**config.mk**
```make
export PLATFORM = sky130hd
export DESIGN_NAME = srsc_ctrl
export DESIGN_NICKNAME = d
export VERILOG_FILES = /design/src/srsc_pkg.sv /design/src/srsc_refresh_if.sv /design/src/srsc_refresh_counter.sv /design/src/srsc_ctrl.sv
export SDC_FILE = /design/constraint.sdc
export NUM_CORES = 1
export LEC_CHECK = 0
export ABC_CLOCK_PERIOD_IN_PS = 4650
export BUFFER_PORTS_ARGS = -buffer_cell sky130_fd_sc_hd__buf_2
export CAP_MARGIN = 5
export CORE_UTILIZATION = 38
export CTS_CLUSTER_SIZE = 10
export DETAILED_ROUTE_END_ITERATION = 12
export HOLD_SLACK_MARGIN = 0.08
export PLACE_DENSITY = 0.64
export SYNTH_ARGS = -nofsm -noshare
export SYNTH_HDL_FRONTEND = slang
export SYNTH_SLANG_ARGS = --single-unit
```
**constraint.sdc**
```tcl
create_clock -name mclk -period 4.65 [get_ports mclk]
set_input_delay 0.93 -clock mclk [delete_from_list [all_inputs] [get_ports mclk]]
set_output_delay 0.93 -clock mclk [all_outputs]
set_load 0.01 [all_outputs]
```
**src/srsc_pkg.sv**
```systemverilog
// Purpose: Shared constants and types for the SDRAM refresh and self-refresh controller.
// Assumes: Register offsets are byte addresses of aligned 32-bit words.
// Notes:   The command encoding is internal to the memory port and arbitrary.
`default_nettype none

package srsc_pkg;
	localparam logic [3:0]  CFG_OFFSET     = 4'h0;
	localparam logic [3:0]  RFC_OFFSET     = 4'h4;
	localparam logic [3:0]  STAT_OFFSET    = 4'h8;
	localparam int          SR_BIT_POS     = 31;
	localparam int          SR_LANE        = 3;
	localparam logic [7:0]  CFG_RESET      = 8'h00;
	localparam logic [12:0] RR_RESET       = 13'h0190;
	localparam logic [3:0]  BACKLOG_MAX    = 4'hF;
	localparam logic [3:0]  LVL_RELEASE    = 4'h4;
	localparam logic [3:0]  LVL_NEED       = 4'h8;
	localparam logic [3:0]  LVL_MUST       = 4'hC;
	localparam logic [3:0]  INIT_INTERVALS = 4'h8;
	localparam logic [3:0]  INIT_REFRESHES = 4'h8;

	typedef enum logic [2:0] {
		CMD_NOP     = 3'h0,
		CMD_PRE_ALL = 3'h1,
		CMD_REF     = 3'h2,
		CMD_LMR     = 3'h3,
		CMD_SELF_REFRESH_ENTRY_CMD    = 3'h4
	} srsc_cmd_type;

	typedef enum logic [11:0] {
		ST_INIT_ABORT = 12'h001,
		ST_INIT_NOP   = 12'h002,
		ST_INIT_PRE   = 12'h004,
		ST_INIT_REF   = 12'h008,
		ST_INIT_LMR   = 12'h010,
		ST_IDLE       = 12'h020,
		ST_REF_PRE    = 12'h040,
		ST_REF_CMD    = 12'h080,
		ST_SR_PRE     = 12'h100,
		ST_SR_ENTER   = 12'h200,
		ST_SR_ACTIVE  = 12'h400,
		ST_SR_EXIT    = 12'h800
	} srsc_state_type;
endpackage : srsc_pkg

`default_nettype wire

```
**src/srsc_refresh_if.sv**
```systemverilog
// Purpose: Carries the refresh period, refresh completion and backlog between controller and counters.
// Assumes: The controller drives the ctrl side, the counter block the counter side.
// Notes:   All signals are synchronous to mclk.
`default_nettype none

interface srsc_refresh_if;
	logic        rrLoad;
	logic [12:0] rrValue;
	logic        refDone;
	logic [3:0]  backlog;
	logic        expire;

	modport counter (input rrLoad, input rrValue, input refDone, output backlog, output expire);
	modport ctrl    (output rrLoad, output rrValue, output refDone, input backlog, input expire);
endinterface : srsc_refresh_if

`default_nettype wire

```
**src/srsc_refresh_counter.sv**
```systemverilog
// Purpose: Refresh interval counter and saturating refresh backlog counter.
// Assumes: refDone is a one-cycle pulse per auto-refresh command issued.
// Notes:   expire is registered, so it follows the zero count by one cycle.
`default_nettype none

module srsc_refresh_counter
	import srsc_pkg::*;
(
	input  wire logic       mclk,
	input  wire logic       reset,
	srsc_refresh_if.counter rif
);
	logic [12:0] interval_q;
	logic [12:0] interval_d;
	logic [3:0]  backlog_q;
	logic [3:0]  backlog_d;
	logic        expire_q;
	logic        atZero;
	logic        expireNow;

	assign atZero    = (interval_q == 13'h0000);
	// A fresh period load takes precedence over an expiry in the same cycle.
	assign expireNow = atZero && !rif.rrLoad;

	assign interval_d = (rif.rrLoad || atZero) ? rif.rrValue : interval_q - 13'h0001;

	// Both events together cancel out, and either end holds when it would wrap.
	assign backlog_d = (expireNow && rif.refDone) ? backlog_q :
		(expireNow && backlog_q != BACKLOG_MAX) ? backlog_q + 4'h1 :
		(rif.refDone && backlog_q != 4'h0) ? backlog_q - 4'h1 : backlog_q;

	always_ff @(posedge mclk or posedge reset)
	begin
		if (reset)
		begin
			interval_q <= RR_RESET;
			backlog_q  <= 4'h0;
			expire_q   <= 1'b0;
		end
		else
		begin
			interval_q <= interval_d;
			backlog_q  <= backlog_d;
			expire_q   <= expireNow;
		end
	end

	assign rif.backlog = backlog_q;
	assign rif.expire  = expire_q;

	property p_period_load;
		@(posedge mclk) disable iff (reset)
		rif.rrLoad |=> interval_q == $past(rif.rrValue);
	endproperty
	a_period_load: assert property (p_period_load) else $error("interval counter did not load the period");

	property p_count_down;
		@(posedge mclk) disable iff (reset)
		(!atZero && !rif.rrLoad) |=> interval_q == $past(interval_q) - 13'h0001;
	endproperty
	a_count_down: assert property (p_count_down) else $error("interval counter did not count down by one");

	property p_expiry;
		@(posedge mclk) disable iff (reset)
		expireNow |=> (interval_q == $past(rif.rrValue)) && rif.expire
			&& (backlog_q == ($past(rif.refDone) ? $past(backlog_q) : ($past(backlog_q) == BACKLOG_MAX ?
			BACKLOG_MAX : $past(backlog_q) + 4'h1)));
	endproperty
	a_expiry: assert property (p_expiry) else $error("expiry did not reload or bump the backlog");

	property p_saturate;
		@(posedge mclk) disable iff (reset)
		(rif.refDone && !expireNow && backlog_q == 4'h0) |=> backlog_q == 4'h0;
	endproperty
	a_saturate: assert property (p_saturate) else $error("backlog wrapped below zero");

	property p_cancel;
		@(posedge mclk) disable iff (reset)
		(expireNow && rif.refDone) |=> $stable(backlog_q);
	endproperty
	a_cancel: assert property (p_cancel) else $error("backlog changed on expiry plus refresh");
endmodule : srsc_refresh_counter

`default_nettype wire

```
**src/srsc_ctrl.sv**
```systemverilog
// Purpose: Refresh scheduling, initialization and self-refresh control for an SDR SDRAM port.
// Assumes: Inputs are synchronous to mclk; the access engine reports pending requests and open banks.
// Notes:   Gaps between commands for SDRAM timing belong to the access engine and are not modelled.
`default_nettype none

// Operation
// - Keep a 13-bit interval counter, loaded at reset and on period write, counting down.
// - At zero reload the interval counter and bump the backlog unless saturated.
// - Backlog drops per auto-refresh, rises per expiry, saturating at zero and fifteen.
// - An auto-refresh cycle is a precharge of all banks then a refresh command.
// - Periodic auto-refresh can never be disabled, attached memory or not.
// - Backlog 1 to 3: refresh only with no requests pending and no bank open.
// - Backlog 4 to 7: refresh whenever no requests are pending, banks open or not.
// - Backlog 8 to 11: refresh after the current access unless reads are pending.
// - Backlog 12 to 15: refresh back to back until 4 to 7, then accept requests.
// - The refresh period field resets to 190h.
// - Self-refresh request: finish accesses, drain backlog, then issue self-refresh entry.
// - A top-byte-only configuration write changes the self-refresh bit without initialization.
// - In self-refresh keep register access; tri-state rather than park the data bus.
// - Leave self-refresh when the request bit clears or an access is requested.
// - On leaving self-refresh raise clock enable, then run one auto-refresh cycle.
// - New memory characteristics rerun initialization with the period then in force.
// - Initialization: clock enable high, no-ops for eight intervals, precharge, eight refreshes, mode load, refresh.
// - A write to any low three configuration bytes abandons activity and restarts initialization.
module srsc_ctrl
	import srsc_pkg::*;
(
	input  wire logic        mclk,
	input  wire logic        reset,
	input  wire logic [3:0]  regAddr,
	input  wire logic [31:0] regWrData,
	input  wire logic [3:0]  regByteEn,
	input  wire logic        regWrite,
	input  wire logic        regRead,
	output logic      [31:0] regRdData,
	input  wire logic        accPending,
	input  wire logic        accReadPending,
	input  wire logic        accBusy,
	input  wire logic        bankOpen,
	output logic             accGrant,
	output logic      [2:0]  memCmd,
	output logic             memA10,
	output logic             memCke,
	output logic             dataParkEnable,
	output logic             selfRefreshActive,
	output logic             initBusy
);
	srsc_state_type state_q;
	srsc_state_type state_d;
	srsc_cmd_type   memCmd_q;
	srsc_cmd_type   cmd_d;
	logic [3:0]     initCnt_q;
	logic [3:0]     initCnt_d;
	logic [7:0]     cfgByte_q [3];
	logic           srBit_q;
	logic [12:0]    rr_q;
	logic [12:0]    rr_d;
	logic           rrLoad_q;
	logic           mustHold_q;
	logic           mustHold_d;
	logic           accGrant_q;
	logic           accGrant_d;
	logic           initBusy_q;
	logic           initBusy_d;
	logic           srActive_q;
	logic           srActive_d;
	logic           memCke_q;
	logic           memA10_q;
	logic           park_q;
	logic [31:0]    regRdData_q;
	logic [31:0]    rdValue;
	logic [3:0]     backlog;
	logic           cfgWrite;
	logic           cfgLowWrite;
	logic           srWrite;
	logic           rrWrite;
	logic           lvlMay;
	logic           lvlRelease;
	logic           lvlNeed;
	logic           lvlMust;
	logic           refreshGo;
	logic           srEnterOk;
	logic           srWake;

	srsc_refresh_if rif ();

	srsc_refresh_counter u_counter (
		.mclk  (mclk),
		.reset (reset),
		.rif   (rif)
	);

	function automatic logic [7:0] pickByte(input logic en, input logic [7:0] fresh, input logic [7:0] old);
		pickByte = en ? fresh : old;
	endfunction : pickByte

	assign backlog = rif.backlog;

	// Register decode.
	assign cfgWrite    = regWrite && (regAddr == CFG_OFFSET);
	assign cfgLowWrite = cfgWrite && (regByteEn[2:0] != 3'h0);
	assign srWrite     = cfgWrite && regByteEn[SR_LANE];
	assign rrWrite     = regWrite && (regAddr == RFC_OFFSET) && (regByteEn[1:0] != 2'h0);

	assign rr_d[7:0]  = pickByte(regByteEn[0], regWrData[7:0], rr_q[7:0]);
	assign rr_d[12:8] = regByteEn[1] ? regWrData[12:8] : rr_q[12:8];

	assign rdValue = (regAddr == CFG_OFFSET) ? {srBit_q, 7'h00, cfgByte_q[2], cfgByte_q[1], cfgByte_q[0]} :
		(regAddr == RFC_OFFSET) ? {19'h00000, rr_q} :
		(regAddr == STAT_OFFSET) ? {24'h000000, memCke_q, mustHold_q, srActive_q, initBusy_q, backlog} :
		32'h00000000;

	// Urgency levels of the backlog.
	assign lvlMay     = (backlog != 4'h0) && (backlog < LVL_RELEASE);
	assign lvlRelease = (backlog >= LVL_RELEASE) && (backlog < LVL_NEED);
	assign lvlNeed    = (backlog >= LVL_NEED) && (backlog < LVL_MUST);
	assign lvlMust    = (backlog >= LVL_MUST);

	// Once in the top level, keep refreshing until the backlog is back under eight.
	assign mustHold_d = lvlMust ? 1'b1 : ((backlog < LVL_NEED) ? 1'b0 : mustHold_q);

	// No enable term exists here, so scheduling never stops while the block runs.
	assign refreshGo = (lvlMay && !accPending && !bankOpen && !accBusy)
		|| (lvlRelease && !accPending && !accBusy)
		|| (lvlNeed && !accBusy && !accReadPending)
		|| (mustHold_d && !accBusy)
		|| (srBit_q && !accPending && !accBusy && backlog != 4'h0);

	assign srEnterOk = srBit_q && !accPending && !accBusy && (backlog == 4'h0);
	assign srWake    = !srBit_q || accPending;

	always_comb
	begin
		state_d   = state_q;
		initCnt_d = initCnt_q;
		unique case (state_q)
			ST_INIT_ABORT:
				state_d = ST_INIT_NOP;
			ST_INIT_NOP:
			begin
				if (rif.expire)
				begin
					initCnt_d = initCnt_q + 4'h1;
					if (initCnt_q == INIT_INTERVALS - 4'h1)
						state_d = ST_INIT_PRE;
				end
			end
			ST_INIT_PRE:
			begin
				initCnt_d = 4'h0;
				state_d   = ST_INIT_REF;
			end
			ST_INIT_REF:
			begin
				initCnt_d = initCnt_q + 4'h1;
				if (initCnt_q == INIT_REFRESHES - 4'h1)
					state_d = ST_INIT_LMR;
			end
			ST_INIT_LMR:
				state_d = ST_REF_PRE;
			ST_IDLE:
			begin
				if (refreshGo)
					state_d = ST_REF_PRE;
				else if (srEnterOk)
					state_d = ST_SR_PRE;
			end
			ST_REF_PRE:
				state_d = ST_REF_CMD;
			ST_REF_CMD:
				state_d = ST_IDLE;
			ST_SR_PRE:
				state_d = ST_SR_ENTER;
			ST_SR_ENTER:
				state_d = ST_SR_ACTIVE;
			ST_SR_ACTIVE:
			begin
				if (srWake)
					state_d = ST_SR_EXIT;
			end
			ST_SR_EXIT:
				state_d = ST_REF_PRE;
			default:
				state_d = ST_INIT_NOP;
		endcase
		// Restart wins over everything, including a pending self-refresh.
		if (cfgLowWrite)
		begin
			state_d   = bankOpen ? ST_INIT_ABORT : ST_INIT_NOP;
			initCnt_d = 4'h0;
		end
	end

	assign cmd_d = (state_d == ST_INIT_ABORT || state_d == ST_INIT_PRE || state_d == ST_REF_PRE
		|| state_d == ST_SR_PRE) ? CMD_PRE_ALL :
		(state_d == ST_INIT_REF || state_d == ST_REF_CMD) ? CMD_REF :
		(state_d == ST_INIT_LMR) ? CMD_LMR :
		(state_d == ST_SR_ENTER) ? CMD_SELF_REFRESH_ENTRY_CMD : CMD_NOP;

	assign srActive_d = (state_d == ST_SR_ENTER) || (state_d == ST_SR_ACTIVE);
	assign accGrant_d = (state_d == ST_IDLE) && !mustHold_d && !initBusy_d;
	assign initBusy_d = cfgLowWrite ? 1'b1 : ((state_q == ST_REF_CMD && state_d == ST_IDLE) ? 1'b0 : initBusy_q);

	// The refresh counted back is the one issued in this cycle.
	assign rif.refDone = (state_q == ST_REF_CMD);
	assign rif.rrLoad  = rrLoad_q;
	assign rif.rrValue = rr_q;

	genvar lane;
	generate
		for (lane = 0; lane < 3; lane++)
		begin : g_cfg_lane
			always_ff @(posedge mclk or posedge reset)
			begin
				if (reset)
					cfgByte_q[lane] <= CFG_RESET;
				else if (cfgWrite && regByteEn[lane])
					cfgByte_q[lane] <= regWrData[lane*8 +: 8];
			end
		end
	endgenerate

	always_ff @(posedge mclk or posedge reset)
	begin
		if (reset)
		begin
			srBit_q  <= 1'b0;
			rr_q     <= RR_RESET;
			rrLoad_q <= 1'b0;
		end
		else
		begin
			srBit_q  <= srWrite ? regWrData[SR_BIT_POS] : srBit_q;
			rr_q     <= rrWrite ? rr_d : rr_q;
			rrLoad_q <= rrWrite;
		end
	end

	// Registers stay reachable in every state, self-refresh included.
	always_ff @(posedge mclk or posedge reset)
	begin
		if (reset)
			regRdData_q <= 32'h00000000;
		else
			regRdData_q <= regRead ? rdValue : 32'h00000000;
	end

	always_ff @(posedge mclk or posedge reset)
	begin
		if (reset)
		begin
			state_q    <= ST_INIT_NOP;
			initCnt_q  <= 4'h0;
			mustHold_q <= 1'b0;
			initBusy_q <= 1'b1;
		end
		else
		begin
			state_q    <= state_d;
			initCnt_q  <= initCnt_d;
			mustHold_q <= mustHold_d;
			initBusy_q <= initBusy_d;
		end
	end

	always_ff @(posedge mclk or posedge reset)
	begin
		if (reset)
		begin
			memCmd_q   <= CMD_NOP;
			memA10_q   <= 1'b0;
			memCke_q   <= 1'b1;
			park_q     <= 1'b1;
			srActive_q <= 1'b0;
			accGrant_q <= 1'b0;
		end
		else
		begin
			memCmd_q   <= cmd_d;
			memA10_q   <= (cmd_d == CMD_PRE_ALL);
			memCke_q   <= !srActive_d;
			park_q     <= !srActive_d;
			srActive_q <= srActive_d;
			accGrant_q <= accGrant_d;
		end
	end

	assign regRdData         = regRdData_q;
	assign accGrant          = accGrant_q;
	assign memCmd            = memCmd_q;
	assign memA10            = memA10_q;
	assign memCke            = memCke_q;
	assign dataParkEnable    = park_q;
	assign selfRefreshActive = srActive_q;
	assign initBusy          = initBusy_q;

	property p_rr_reset;
		@(posedge mclk) disable iff (reset)
		$fell(reset) |-> rr_q == RR_RESET;
	endproperty
	a_rr_reset: assert property (p_rr_reset) else $error("refresh period not 190h after reset");

	property p_ref_cycle;
		@(posedge mclk) disable iff (reset)
		state_q == ST_REF_CMD |-> memCmd_q == CMD_REF && $past(memCmd_q) == CMD_PRE_ALL && $past(memA10_q);
	endproperty
	a_ref_cycle: assert property (p_ref_cycle) else $error("refresh not preceded by all-bank precharge");

	property p_must_block;
		@(posedge mclk) disable iff (reset)
		(backlog >= LVL_MUST) |=> !accGrant_q ##1 !accGrant_q;
	endproperty
	a_must_block: assert property (p_must_block) else $error("requests accepted at top urgency");

	property p_may_wait;
		@(posedge mclk) disable iff (reset)
		(state_q == ST_IDLE && lvlMay && bankOpen && !srBit_q && !cfgLowWrite) |=> state_q == ST_IDLE;
	endproperty
	a_may_wait: assert property (p_may_wait) else $error("low urgency refresh with a bank open");

	property p_release_go;
		@(posedge mclk) disable iff (reset)
		(state_q == ST_IDLE && lvlRelease && !accPending && !accBusy && !cfgLowWrite) |=> memCmd_q == CMD_PRE_ALL;
	endproperty
	a_release_go: assert property (p_release_go) else $error("refresh not started at release level");

	property p_self_refresh_entry_cmd_entry;
		@(posedge mclk) disable iff (reset)
		state_q == ST_SR_PRE |-> $past(backlog) == 4'h0 && !$past(accPending) && $past(srBit_q);
	endproperty
	a_self_refresh_entry_cmd_entry: assert property (p_self_refresh_entry_cmd_entry) else $error("self-refresh entered with work outstanding");

	property p_wake;
		@(posedge mclk) disable iff (reset)
		(state_q == ST_SR_ACTIVE && srWake && !cfgLowWrite) |=> state_q == ST_SR_EXIT && memCke_q;
	endproperty
	a_wake: assert property (p_wake) else $error("self-refresh not left on wake event");

	property p_exit_refresh;
		@(posedge mclk) disable iff (reset)
		(state_q == ST_SR_EXIT && !cfgLowWrite) |=> memCmd_q == CMD_PRE_ALL && memCke_q;
	endproperty
	a_exit_refresh: assert property (p_exit_refresh) else $error("no refresh cycle after self-refresh exit");

	property p_sr_park;
		@(posedge mclk) disable iff (reset)
		srActive_q |-> !dataParkEnable && !memCke_q;
	endproperty
	a_sr_park: assert property (p_sr_park) else $error("data bus parked during self-refresh");

	property p_restart;
		@(posedge mclk) disable iff (reset)
		cfgLowWrite |=> initBusy_q && (state_q == ST_INIT_NOP || state_q == ST_INIT_ABORT);
	endproperty
	a_restart: assert property (p_restart) else $error("configuration write did not restart init");

	property p_top_byte;
		@(posedge mclk) disable iff (reset)
		(cfgWrite && regByteEn == 4'h8 && !initBusy_q) |=> !initBusy_q && srBit_q == $past(regWrData[SR_BIT_POS]);
	endproperty
	a_top_byte: assert property (p_top_byte) else $error("top byte write restarted init");

	c_sr_enter: cover property (@(posedge mclk) disable iff (reset) state_q == ST_SR_ACTIVE);
	c_must: cover property (@(posedge mclk) disable iff (reset) backlog >= LVL_MUST);
	c_init_done: cover property (@(posedge mclk) disable iff (reset) $fell(initBusy_q));
	c_wake_access: cover property (@(posedge mclk) disable iff (reset) state_q == ST_SR_ACTIVE && accPending);
endmodule : srsc_ctrl

`default_nettype wire

```
* Yosys cells after proc, flatten, opt, wreduce, memory -nomap -nowiden *
Index checks and enable logic that the tools add are counted.

cells by class
  bitwise gates (word level) = 1
  reductions and logical operators = 63
  divide/modulo/power cells = 0
  multiplexer cells = 27
  shift-type cells = 0
  $lt $le $gt $ge = 6
  multiply operators = 0
  add/subtract/negate cells = 4
  eq/ne operators = 27

operators with widths
  kind                   number
  $pmux 12 s10           1
  $mux 12                7
  $mux 32                2
  $logic_and 1x1->1      30
  $mux 13                2
  $eq 12x10->1 const B   2
  $eq 12x11->1 const B   2
  $eq 12x3->1 const B    2
  $eq 12x4->1 const B    2
  $eq 12x5->1 const B    2
  $eq 12x6->1 const B    2
  $eq 12x7->1 const B    2
  $eq 12x8->1 const B    2
  $eq 12x9->1 const B    2
  $mux 4                 4
  $logic_not 13->1       1
  $sub 13x1->13 const B  1
  $eq 12x1->1 const B    1
  $eq 12x12->1 const B   1
  $eq 12x2->1 const B    1
  $mux 3                 4
  $pmux 4 s3             1
  $logic_or 1x1->1       11
  $logic_not 1->1        9
  21 further kinds       34

storage, ports and cells
  memories kept = 0
  register bits = 114
  bits of input ports = 48
  ROM bits = 0
  latch bits = 0
  RAM bits = 0
  word-level logic and storage cells = 148

* Longest topological paths before layout *
Gate-level depths: netlist of run 1.

  depth after elaboration = 18
  depth in mapped cells = 11
  depth with buffers taken out = 11

* By module *
A second synthesis of run 1 with hierarchy kept.

second synthesis, totals
  cell total of the unflattened synthesis = 440
  area total of the unflattened synthesis = 4971.0 um^2

by module, submodules not included
  module                cells an instance  area an instance (um^2)  seq. area each (um^2)  times used
  srsc_ctrl             339                3948.8                   2234.6                 1
  srsc_refresh_counter  101                1022.2                   454.2                  1

* Worst setup path after synthesis of run 1 *
No wires, ideal clock.

  kind = register -> register
  start point = register u_counter.interval_q[0]
  end point = register u_counter.backlog_q[3], in the netlist u_counter.rif.backlog[3]
  setup time = 0.080 ns
  buffers on the path = 0
  required time = 4.570 ns
  arrival time = 2.702 ns
  period minus slack after synthesis = 2.782 ns
  slack = 1.868 ns
  cell stages (with the launch flop) = 12
  path through = dfrtp_1 inv_1 ha_1 or3b_2 nor4_2 and2_1 nand2_1 ha_1 a21o_1 a21oi_1 mux2i_1 xnor2_1

between the ends
  cells in the longest elaborated chain, start to end = 5

RTL lines
  item                                                             RTL line                                                source
  start, declared                                                  srsc_refresh_counter.sv:13                              logic [12:0] interval_q;
  start signal, assigned                                           srsc_refresh_counter.sv:42                              interval_q <= interval_d;
  $logic_not 13->1 (*)                                             srsc_refresh_counter.sv:21                              assign atZero = (interval_q == 13'h0000);
  $logic_and 1x1->1 (*)                                            srsc_refresh_counter.sv:23                              assign expireNow = atZero && !rif.rrLoad;
  net u_counter.expireNow                                          srsc_refresh_counter.sv:19                              logic expireNow;
  $logic_and 1x1->1, on equally long branches                      srsc_refresh_counter.sv:29, srsc_refresh_counter.sv:28
  $reduce_bool 2->1 (no source line) or $not 1->1 (tied branches)  n/a
  $reduce_and 2->1 (no source line)                                n/a
  end signal, assigned                                             srsc_refresh_counter.sv:43                              backlog_q <= backlog_d;
  end, declared                                                    srsc_refresh_counter.sv:15                              logic [3:0] backlog_q;

Mark *: on every way through the listed nets, which the timed path passes. The rest lies on a longest branch.
A chain may end at the register's enable or synchronous reset.

* Worst setup path after layout of run 1 *
Ends and elaborated chain as after synthesis.

==> impl_metrics.toml, run 1 <==
[worst_setup_path]
endpoint_kind = "flop"
worstPathCellList = "inv_1 > ha_1 > or3b_2 > nor4_2 > and2_1 > nand2_1 > ha_1 > a21o_1 > a21oi_1 > mux2i_1 > xnor2_1"
critPathSlowestCell = "or3b_2"
cpMostUsedCell = "ha_1"
path_class = "reg -> reg"
start_kind = "flop"
arrival_ns = 3.32
cp.required_ns = 4.94
critical-path-top-delay-family = "simple AND/OR/NAND/NOR gates"
crit_buf_inv = 1
crit_path_max_fanout = 5
r2r_slack_ns = 1.62
max_stage_delay_ns = 0.51

[synthesis]
synth_top_area_share_pct = 49.4
syn_area_per_cell_um2 = 11.4
synth.cell_area_um2 = 4960
ys_top_cells_by_area = "dfrtp_1, mux2_2, dfstp_2, nor2_1, a21oi_1"
synth_edf_count = 0
synth.distinct_cells = 62
yosys-top-cells-count = "dfrtp_1, nor2_1, mux2_2"
yosysMostFrequentCell = "dfrtp_1"
synth.yosys.warnings = 0
synth-seq-cells = 107
ys_seq_area_share_pct = 54.2
synth-main-ff-cell = "dfrtp_1"
synth-async-reset-ratio_pct = 100
netlist_instances = 437
yosys.area.top_type = "dfrtp_1"

[timing]
worst_pin_slew_ns = 1.04
skew_ns = 0.00747
tns_ns = 0
finalCritPeriodShare_pct = 65.1
fmax_mhz = 330
rsz0062_at_grt = "false"
hold_viol_final = 0
setup-violations-final = 0
slew_viol_final = 0
min_period_ns = 3.03
slew_headroom_pct = 30.3

[route]
vias_per_cell = 5.17
ant_nets = 0
drt_first_pass_iters = 4
drtIter0Drc = 208
route.detailed.drc = 0
post_drt_wl_per_cell_um = 15.4
vias = 3528
wl_um = 10500

[grt]
gr-total-overflow = 0
grt_first_pass_wirelength_um = 17200
grtUsageTotal_pct = 16.8
grt_max_degree = 87
antenna_found_initial = 0
grt_pass1_vias = 3421

[clock_network]
cts_buffers = 9
clockBufferDepth = 2
clk_latency_ns = 0.36
root_buffer = "clkbuf_16"
cts.sinks = 107
cts.reportedPaths.clkPinSlew_ns = 0.08
hold_buffers = 0
cts-resized-gates = 0
cts_tree = "done"
post_cts_buffers = 0
cts-htree-levels = 3

[floorplanning]
die_height_um = 116
ios = 89
start_util_pct = 39.2
core_area_um2 = 12700
rows = 41
fp.dieW_um = 116
die_area_um2 = 13500

[place]
gp_congestion = 0.829
portBuffers = 74
place_area_um2 = 5450
hpwl_um = 7500

[finish]
multi_input_area_um2 = 2110
finalInstanceArea_um2 = 5740
fill_cells = 1192
final_nets = 559
areaGrowthSynthToFinish_pct = 15.7
final-seq-area_um2 = 2690
drive_gt1_share_pct = 30.5
antenna_cells = 0

[power]
total_power_uw = 2400
leakage_uw = 0.00268
power_density_nw_per_um2 = 418
vdd_drop_max_mv = 0.192

[job]
maxCapViolCount = 0

[worst_hold_path]
hp-class = "reg -> reg"

[status]
status = "finished clean"
==> where the power goes <==
group          internal [µW]  total (µW)  switching (µW)
sequential              1100        1230             130
combinational            213         420             207
clock                    377         752             375
total                   1690        2400             711
==> layout by cell type (no fill, tap or decap), types with 5 or more instances in the layout <==
master      n
nand2b_1   13
buf_2      74
and2_1     14
o21ai_0     6
conb_1      7
nor3_1     14
dfrtp_1    98
inv_1      11
a2111oi_0   7
dfstp_2     9
nand2_1    14
clkbuf_16   9
nor2_1     42
nor4_1      5
a21oi_1    26
xnor2_1     8
nand4_1    10
mux2_2     40
nor2b_1    17
mux2i_1     6
xor2_1      5
==> per-layer routing <==
| layer | vias to the layer above | routed length, µm | track usage (%) |
|---|---|---|---|
| met1 | 1735 | 4510 | 21.7 |
| li1 | 1692 | - | - |
| met4 | 0 | 170 | 7.69 |
| met2 | 86 | 5250 | 27.3 |
| met3 | 15 | 553 | 3.43 |
| met5 | - | 0 | 0 |
==> worst register-to-register path, cell delays in order (launching register included) <==
cell     delay [ns]
dfrtp_1        0.41
inv_1          0.07
ha_1           0.17
or3b_2         0.51
nor4_2         0.48
and2_1         0.21
nand2_1        0.11
ha_1           0.29
a21o_1         0.17
a21oi_1        0.17
mux2i_1        0.23
xnor2_1        0.13
==> through the flow <==
| step | hold WS [ns] | setup slack (ns) | util, % | cells |
|---|---|---|---|---|
| finish | 0.481 | 1.62 | 45.3 | 683 |
| global placement | 0.453 | 1.52 | 43.0 | 667 |
| detailed placement | 0.465 | 1.47 | 43.0 | 667 |
| CTS | 0.482 | 1.60 | 45.3 | 683 |
| global route | 0.494 | 1.40 | 45.3 | 683 |
| floorplan | 0.447 | 0.918 | - | 443 |
==> state kept, by name, summed over array words and instances (netlist names) <==
signal,cells
memA10,1
mustHold_q,1
regRdData,25
u_counter.rif.expire,1
u_counter.interval_q,13
state_q,12
initCnt_q,4
memCmd,3
accGrant,1
rif.rrLoad,1
selfRefreshActive,1
initBusy,1
srBit_q,1
u_counter.rif.backlog,4
cfgByte_q,24
dataParkEnable,1
rif.rrValue,13
==> final timing paths <==
kind	endpoint	start	depth (start not counted)
worst max register to register	u_counter.rif.backlog[3]	u_counter.interval_q[0]	11
min in group asynchronous	regRdData[31]	reset	2
worst min register to register	regRdData[13]	cfgByte_q[13]	1
worst min-delay path	regRdData[13]	cfgByte_q[13]	1
max in group asynchronous	initBusy	reset	3
worst max-delay path	u_counter.rif.backlog[3]	u_counter.interval_q[0]	11
==> logic make-up (layout without fill, tap and decap cells) <==
group,Yosys count,after routing,synth area share [%]
fa+ha+maj,6,6,1.64
simple gates,160,160,18.1
other cells,1,7,0.0756
buf+inv,36,104,3.71
xor+xnor,13,13,2.29
mux,46,46,10.3
flops,107,107,54.2
compound gates,68,68,9.71
==> final cells by class <==
type / count / share of cell area (%)
flip-flops and latches: 107 / 46.8
well taps: 172 / 3.75
repair buffers: 76 / 6.71
inverters: 12 / 0.828
clock inverters: 7 / 1.16
multi-input cells: 300 / 36.8
clock buffers: 9 / 3.92
Power figures use the tool's default switching activity.
==> inputs of run 2 (changes only) <==
Settings changed: ABC_CLOCK_PERIOD_IN_PS 4650 to 3000.
Clock period 4.65 ns to 3 ns, I/O delays scaled along.
==> run 2 against run 1 <==
Against the previous run: sequential share of layout area fell by 0.67 points; first-iteration DRC count fell by 2.4%; utilization rose by 0.66 points; design area rose by 1.5%; cell count rose by 1.5%; worst setup slack got worse by 1.3 ns; critical path depth did not move; hold slack got worse by 0.37 ns; register-to-register slack got worse by 1.3 ns; sequential power rose by 55%; critical endpoint unchanged; clock skew rose by 0.0073 ns; die area did not move.
==> impl_metrics.toml, run 2 (same netlist as run 1, synthesis figures left out) <==
[status]
status = "finished clean"

[route]
drtIter0Drc = 203
ant_nets = 0
vias = 3610
wl_um = 10900
vias_per_cell = 5.21
drt_first_pass_iters = 4
post_drt_wl_per_cell_um = 15.7
route.detailed.drc = 0

[worst_setup_path]
cp.required_ns = 3.28
path_class = "reg -> reg"
rr_worst_depth = 11
crit_path_max_fanout = 4
endpoint_kind = "flop"
crit-reg2reg-capture = "u_counter.rif.backlog[3]"
r2r_start = "u_counter.interval_q[0]"
r2r_slack_ns = 0.29
start_kind = "flop"
arrival_ns = 2.99

[timing]
skew_ns = 0.0148
min_period_ns = 2.71
rsz0062_at_grt = "false"
hold_viol_final = 0
tns_ns = 0
slew_headroom_pct = 44.7
fmax_mhz = 369
final.setup.worst_slack_ns = 0.288
slew_viol_final = 0
finalCritPeriodShare_pct = 90.4
worst_pin_slew_ns = 0.830
setup-violations-final = 0

[power]
vdd_drop_max_mv = 0.328
power_density_nw_per_um2 = 644
total_power_uw = 3750
leakage_uw = 0.00272

[grt]
gr-total-overflow = 0
grt_first_pass_wirelength_um = 17900
grtUsageTotal_pct = 17.4
grt_max_degree = 67
grt_pass1_vias = 3589
antenna_found_initial = 0

[finish]
finalInstanceArea_um2 = 5820
final_nets = 568
final_cells = 693
fill_cells = 1204
final_cell_mix = "dfrtp_1, buf_2, nor2_1, mux2_2, a21oi_1"
largest_reg_flops = 25
areaGrowthSynthToFinish_pct = 17.4
drive_gt1_share_pct = 31.5
layout_commonest_cell = "dfrtp_1"

[place]
pre_cts_slack_ns = 0.116
hpwl_um = 7880
dp_cells = 676
portBuffers = 74
place_area_um2 = 5520
gp_congestion = 0.799

[floorplanning]
core_area_um2 = 12700
die_area_um2 = 13500
ios = 89
fp.dieW_um = 116
rows = 41
die_height_um = 116
start_util_pct = 39.2

[clock_network]
post_cts_buffers = 0
root_buffer = "clkbuf_16"
cts-resized-gates = 0
cts-htree-levels = 3
clk_latency_ns = 0.36
cts.sinks = 107
cts_buffers = 9
cts_tree = "done"
cts.reportedPaths.clkPinSlew_ns = 0.08
hold_buffers = 0
clockBufferDepth = 2

[job]
maxCapViolCount = 0

[worst_hold_path]
hp-class = "in -> async"
==> run 2: cell count changes in the layout (fill, tap and decap cells not counted), sizes merged <==
cell and change:
clkinv -1, clkinvlp +1, diode +1, buf +9, clkbuf +1, inv -1
==> run 2: how the worst max path moves through the flow <==
| stage | to | cells after the start | from |
|---|---|---|---|
| after detailed placement | u_counter.rif.backlog[3] | 11 | u_counter.interval_q[0] |
| after global placement | u_counter.rif.backlog[3] | 11 | u_counter.interval_q[0] |
| final | u_counter.rif.backlog[3] | 11 | u_counter.interval_q[0] |
| after global routing | u_counter.rif.backlog[3] | 11 | u_counter.interval_q[0] |
| after CTS | u_counter.rif.backlog[3] | 11 | u_counter.interval_q[0] |
| after floorplan | u_counter.rif.backlog[3] | 11 | u_counter.interval_q[0] |
==> run 2: per-layer routing <==
| layer | track usage (%) | up-vias | routed length [µm] |
|---|---|---|---|
| met3 | 3.22 | 20 | 342 |
| met2 | 28.9 | 75 | 5470 |
| met1 | 22.0 | 1805 | 4780 |
| met5 | 0 | - | 0 |
| met4 | 8.38 | 0 | 282 |
| li1 | - | 1710 | - |
==> run 2: worst max-delay path: stages, from the launching register on <==
cell     delay (ns)
dfrtp_1        0.40
inv_1          0.06
ha_1           0.17
or3b_4         0.43
nor4_4         0.27
and2_1         0.18
nand2_1        0.11
ha_1           0.29
a21o_1         0.18
a21oi_1        0.17
mux2i_1        0.24
xnor2_1        0.13
==> run 2: final cells by class <==
type / instances / area [µm²] / share of cell area (%)
repair buffers: 85 / 453 / 7.78
well taps: 172 / 215 / 3.69
clock inverters: 6 / 63.8 / 1.10
flip-flops and latches: 107 / 2690 / 46.2
inverters: 12 / 48.8 / 0.838
multi-input cells: 300 / 2120 / 36.5
clock buffers: 10 / 229 / 3.93
diodes: 1 / 2.50 / 0.0430
==> run 2: metrics by stage <==
| stage | utilization, % | hold WS, ns |
|---|---|---|
| floorplan | - | 0.447 |
| global placement | 43.5 | 0.454 |
| detailed placement | 43.5 | 0.462 |
| CTS | 45.9 | 0.109 |
| global route | 45.9 | 0.113 |
| finish | 46.0 | 0.115 |
==> run 2: power breakdown <==
part / switching [µW] / internal, µW / leakage [µW]
clock: 568 / 589 / 0.000140
combinational: 335 / 349 / 0.00120
sequential: 212 / 1700 / 0.00139
total: 1110 / 2640 / 0.00272
==> inputs of run 3 (changes only) <==
Settings changed: ABC_CLOCK_PERIOD_IN_PS 3000 to 3350.
Clock period 3 ns to 3.35 ns, I/O delays scaled along.
==> run 3 against run 2 <==
Against the previous run: flip-flop and latch count did not move; count of clock-buffer cells in the layout unchanged; non-clock buffer count fell by 1; global-route usage decreased by 0.30 points; combinational power decreased by 12%; critical endpoint unchanged; highest routed layer unchanged.
==> impl_metrics.toml, run 3 (same netlist as run 1, synthesis figures left out) <==
[worst_setup_path]
max_stage_delay_ns = 0.51
crit_path_max_fanout = 4
arrival_ns = 3.16
worstPathCellList = "inv_1 > ha_1 > or3b_2 > nor4_2 > and2_1 > nand2_1 > ha_1 > a21o_1 > a21oi_1 > mux2i_1 > xnor2_1"
critPathSlowestCell = "or3b_2"
cpMostUsedCell = "ha_1"
path_class = "reg -> reg"
cp.required_ns = 3.63
start_kind = "flop"
endpoint_kind = "flop"

[finish]
fill_cells = 1222
final_cell_mix = "dfrtp_1, buf_2, nor2_1, mux2_2, a21oi_1"
layout_commonest_cell = "dfrtp_1"
final_nets = 567
largest_reg_flops = 25
antenna_cells = 0
areaGrowthSynthToFinish_pct = 18.0
drive_gt1_share_pct = 31.6

[route]
wl_um = 10700
drtIter0Drc = 157
post_drt_wl_per_cell_um = 15.4
route.detailed.drc = 0
ant_nets = 0
vias_per_cell = 5.11
drt_first_pass_iters = 6
vias = 3534

[timing]
fmax_mhz = 347
worst_pin_slew_ns = 0.876
setup-violations-final = 0
slew_headroom_pct = 41.5
tns_ns = 0
hold_viol_final = 0
final.setup.worst_slack_ns = 0.470
min_period_ns = 2.88
finalCritPeriodShare_pct = 86.0
slew_viol_final = 0
rsz0062_at_grt = "false"
skew_ns = 0.00714

[floorplanning]
core_area_um2 = 12700
ios = 89
rows = 41
die_area_um2 = 13500
fp.dieW_um = 116
die_height_um = 116
start_util_pct = 39.2

[clock_network]
hold_buffers = 0
cts-resized-gates = 0
cts_buffers = 9
cts.reportedPaths.clkPinSlew_ns = 0.08
cts_tree = "done"
clockBufferDepth = 2
post_cts_buffers = 0
cts.sinks = 107
clk_latency_ns = 0.35
cts-htree-levels = 3
root_buffer = "clkbuf_16"

[grt]
grtUsageTotal_pct = 17.1
grt_pass1_vias = 3521
antenna_found_initial = 0
gr-total-overflow = 0
grt_first_pass_wirelength_um = 17500
grt_max_degree = 51

[place]
gp_congestion = 0.825
hpwl_um = 7870
pre_cts_slack_ns = 0.451
portBuffers = 74

[status]
status = "finished clean"

[power]
total_power_uw = 3440
power_density_nw_per_um2 = 588
vdd_drop_max_mv = 0.404
leakage_uw = 0.00274

[job]
maxCapViolCount = 0

[worst_hold_path]
hp-class = "reg -> reg"
run 3: changes by cell type in the layout (fill, tap and decap cells not counted), sizes merged:
cell,change
diode,-1
buf,-1
clkinv,+1
bufinv,+1
clkinvlp,-1
inv,-1
run 3: worst paths after layout:
path	start	end	slack [ns]	cells after the start
min in group asynchronous	reset	cfgByte_q[1]	0.49	2
worst max-delay path	u_counter.interval_q[0]	u_counter.rif.backlog[3]	0.47	11
worst min-delay path	cfgByte_q[6]	regRdData[22]	0.48	1
worst min register to register	cfgByte_q[6]	regRdData[22]	0.48	1
worst max register to register	u_counter.interval_q[0]	u_counter.rif.backlog[3]	0.47	11
max in group asynchronous	reset	rif.rrValue[8]	2.06	3
run 3: routing by layer:
metal / wire [µm] / up-vias / track usage [%]
li1: - / 1704 / -
met1: 4570 / 1736 / 20.5
met2: 5450 / 77 / 29.4
met3: 425 / 17 / 4.98
met4: 214 / 0 / 5.81
met5: 0 / - / 0
run 3: area by class of cell:
class | count | area (µm²) | area share, %
flip-flops and latches | 107 | 2690 | 45.9
repair buffers | 84 | 458 | 7.82
inverters | 12 | 48.8 | 0.834
clock buffers | 10 | 239 | 4.08
clock inverters | 6 | 91.3 | 1.56
multi-input cells | 300 | 2110 | 36.1
well taps | 172 | 215 | 3.68
run 3: power by group:
group / switching [µW] / internal (µW) / total [µW]
registers: 186 / 1520 / 1710
logic: 289 / 309 / 598
clock network: 516 / 624 / 1140
total: 991 / 2450 / 3440
run 3: metrics by stage:
stage               hold WS (ns)  util, %  std cells  instance area [µm²]
global route               0.500     46.2        691                 5850
detailed placement         0.465     43.6        675                 5520
finish                     0.479     46.2        691                 5850
global placement           0.454     43.6        675                 5520
CTS                        0.483     46.2        691                 5850
floorplan                  0.447        -        443                 4990
run 3: critical path: cells and delay by family, from the launching register on:
kind                     cells  cell delay (ns)
AND/OR/NAND/NOR              4             1.14
adder cells (fa/ha/maj)      2             0.45
flip-flops                   1             0.41
AO/OA/AOI/OAI                2             0.34
multiplexers                 1             0.23
XOR/XNOR                     1             0.14
buffers and inverters        1             0.07
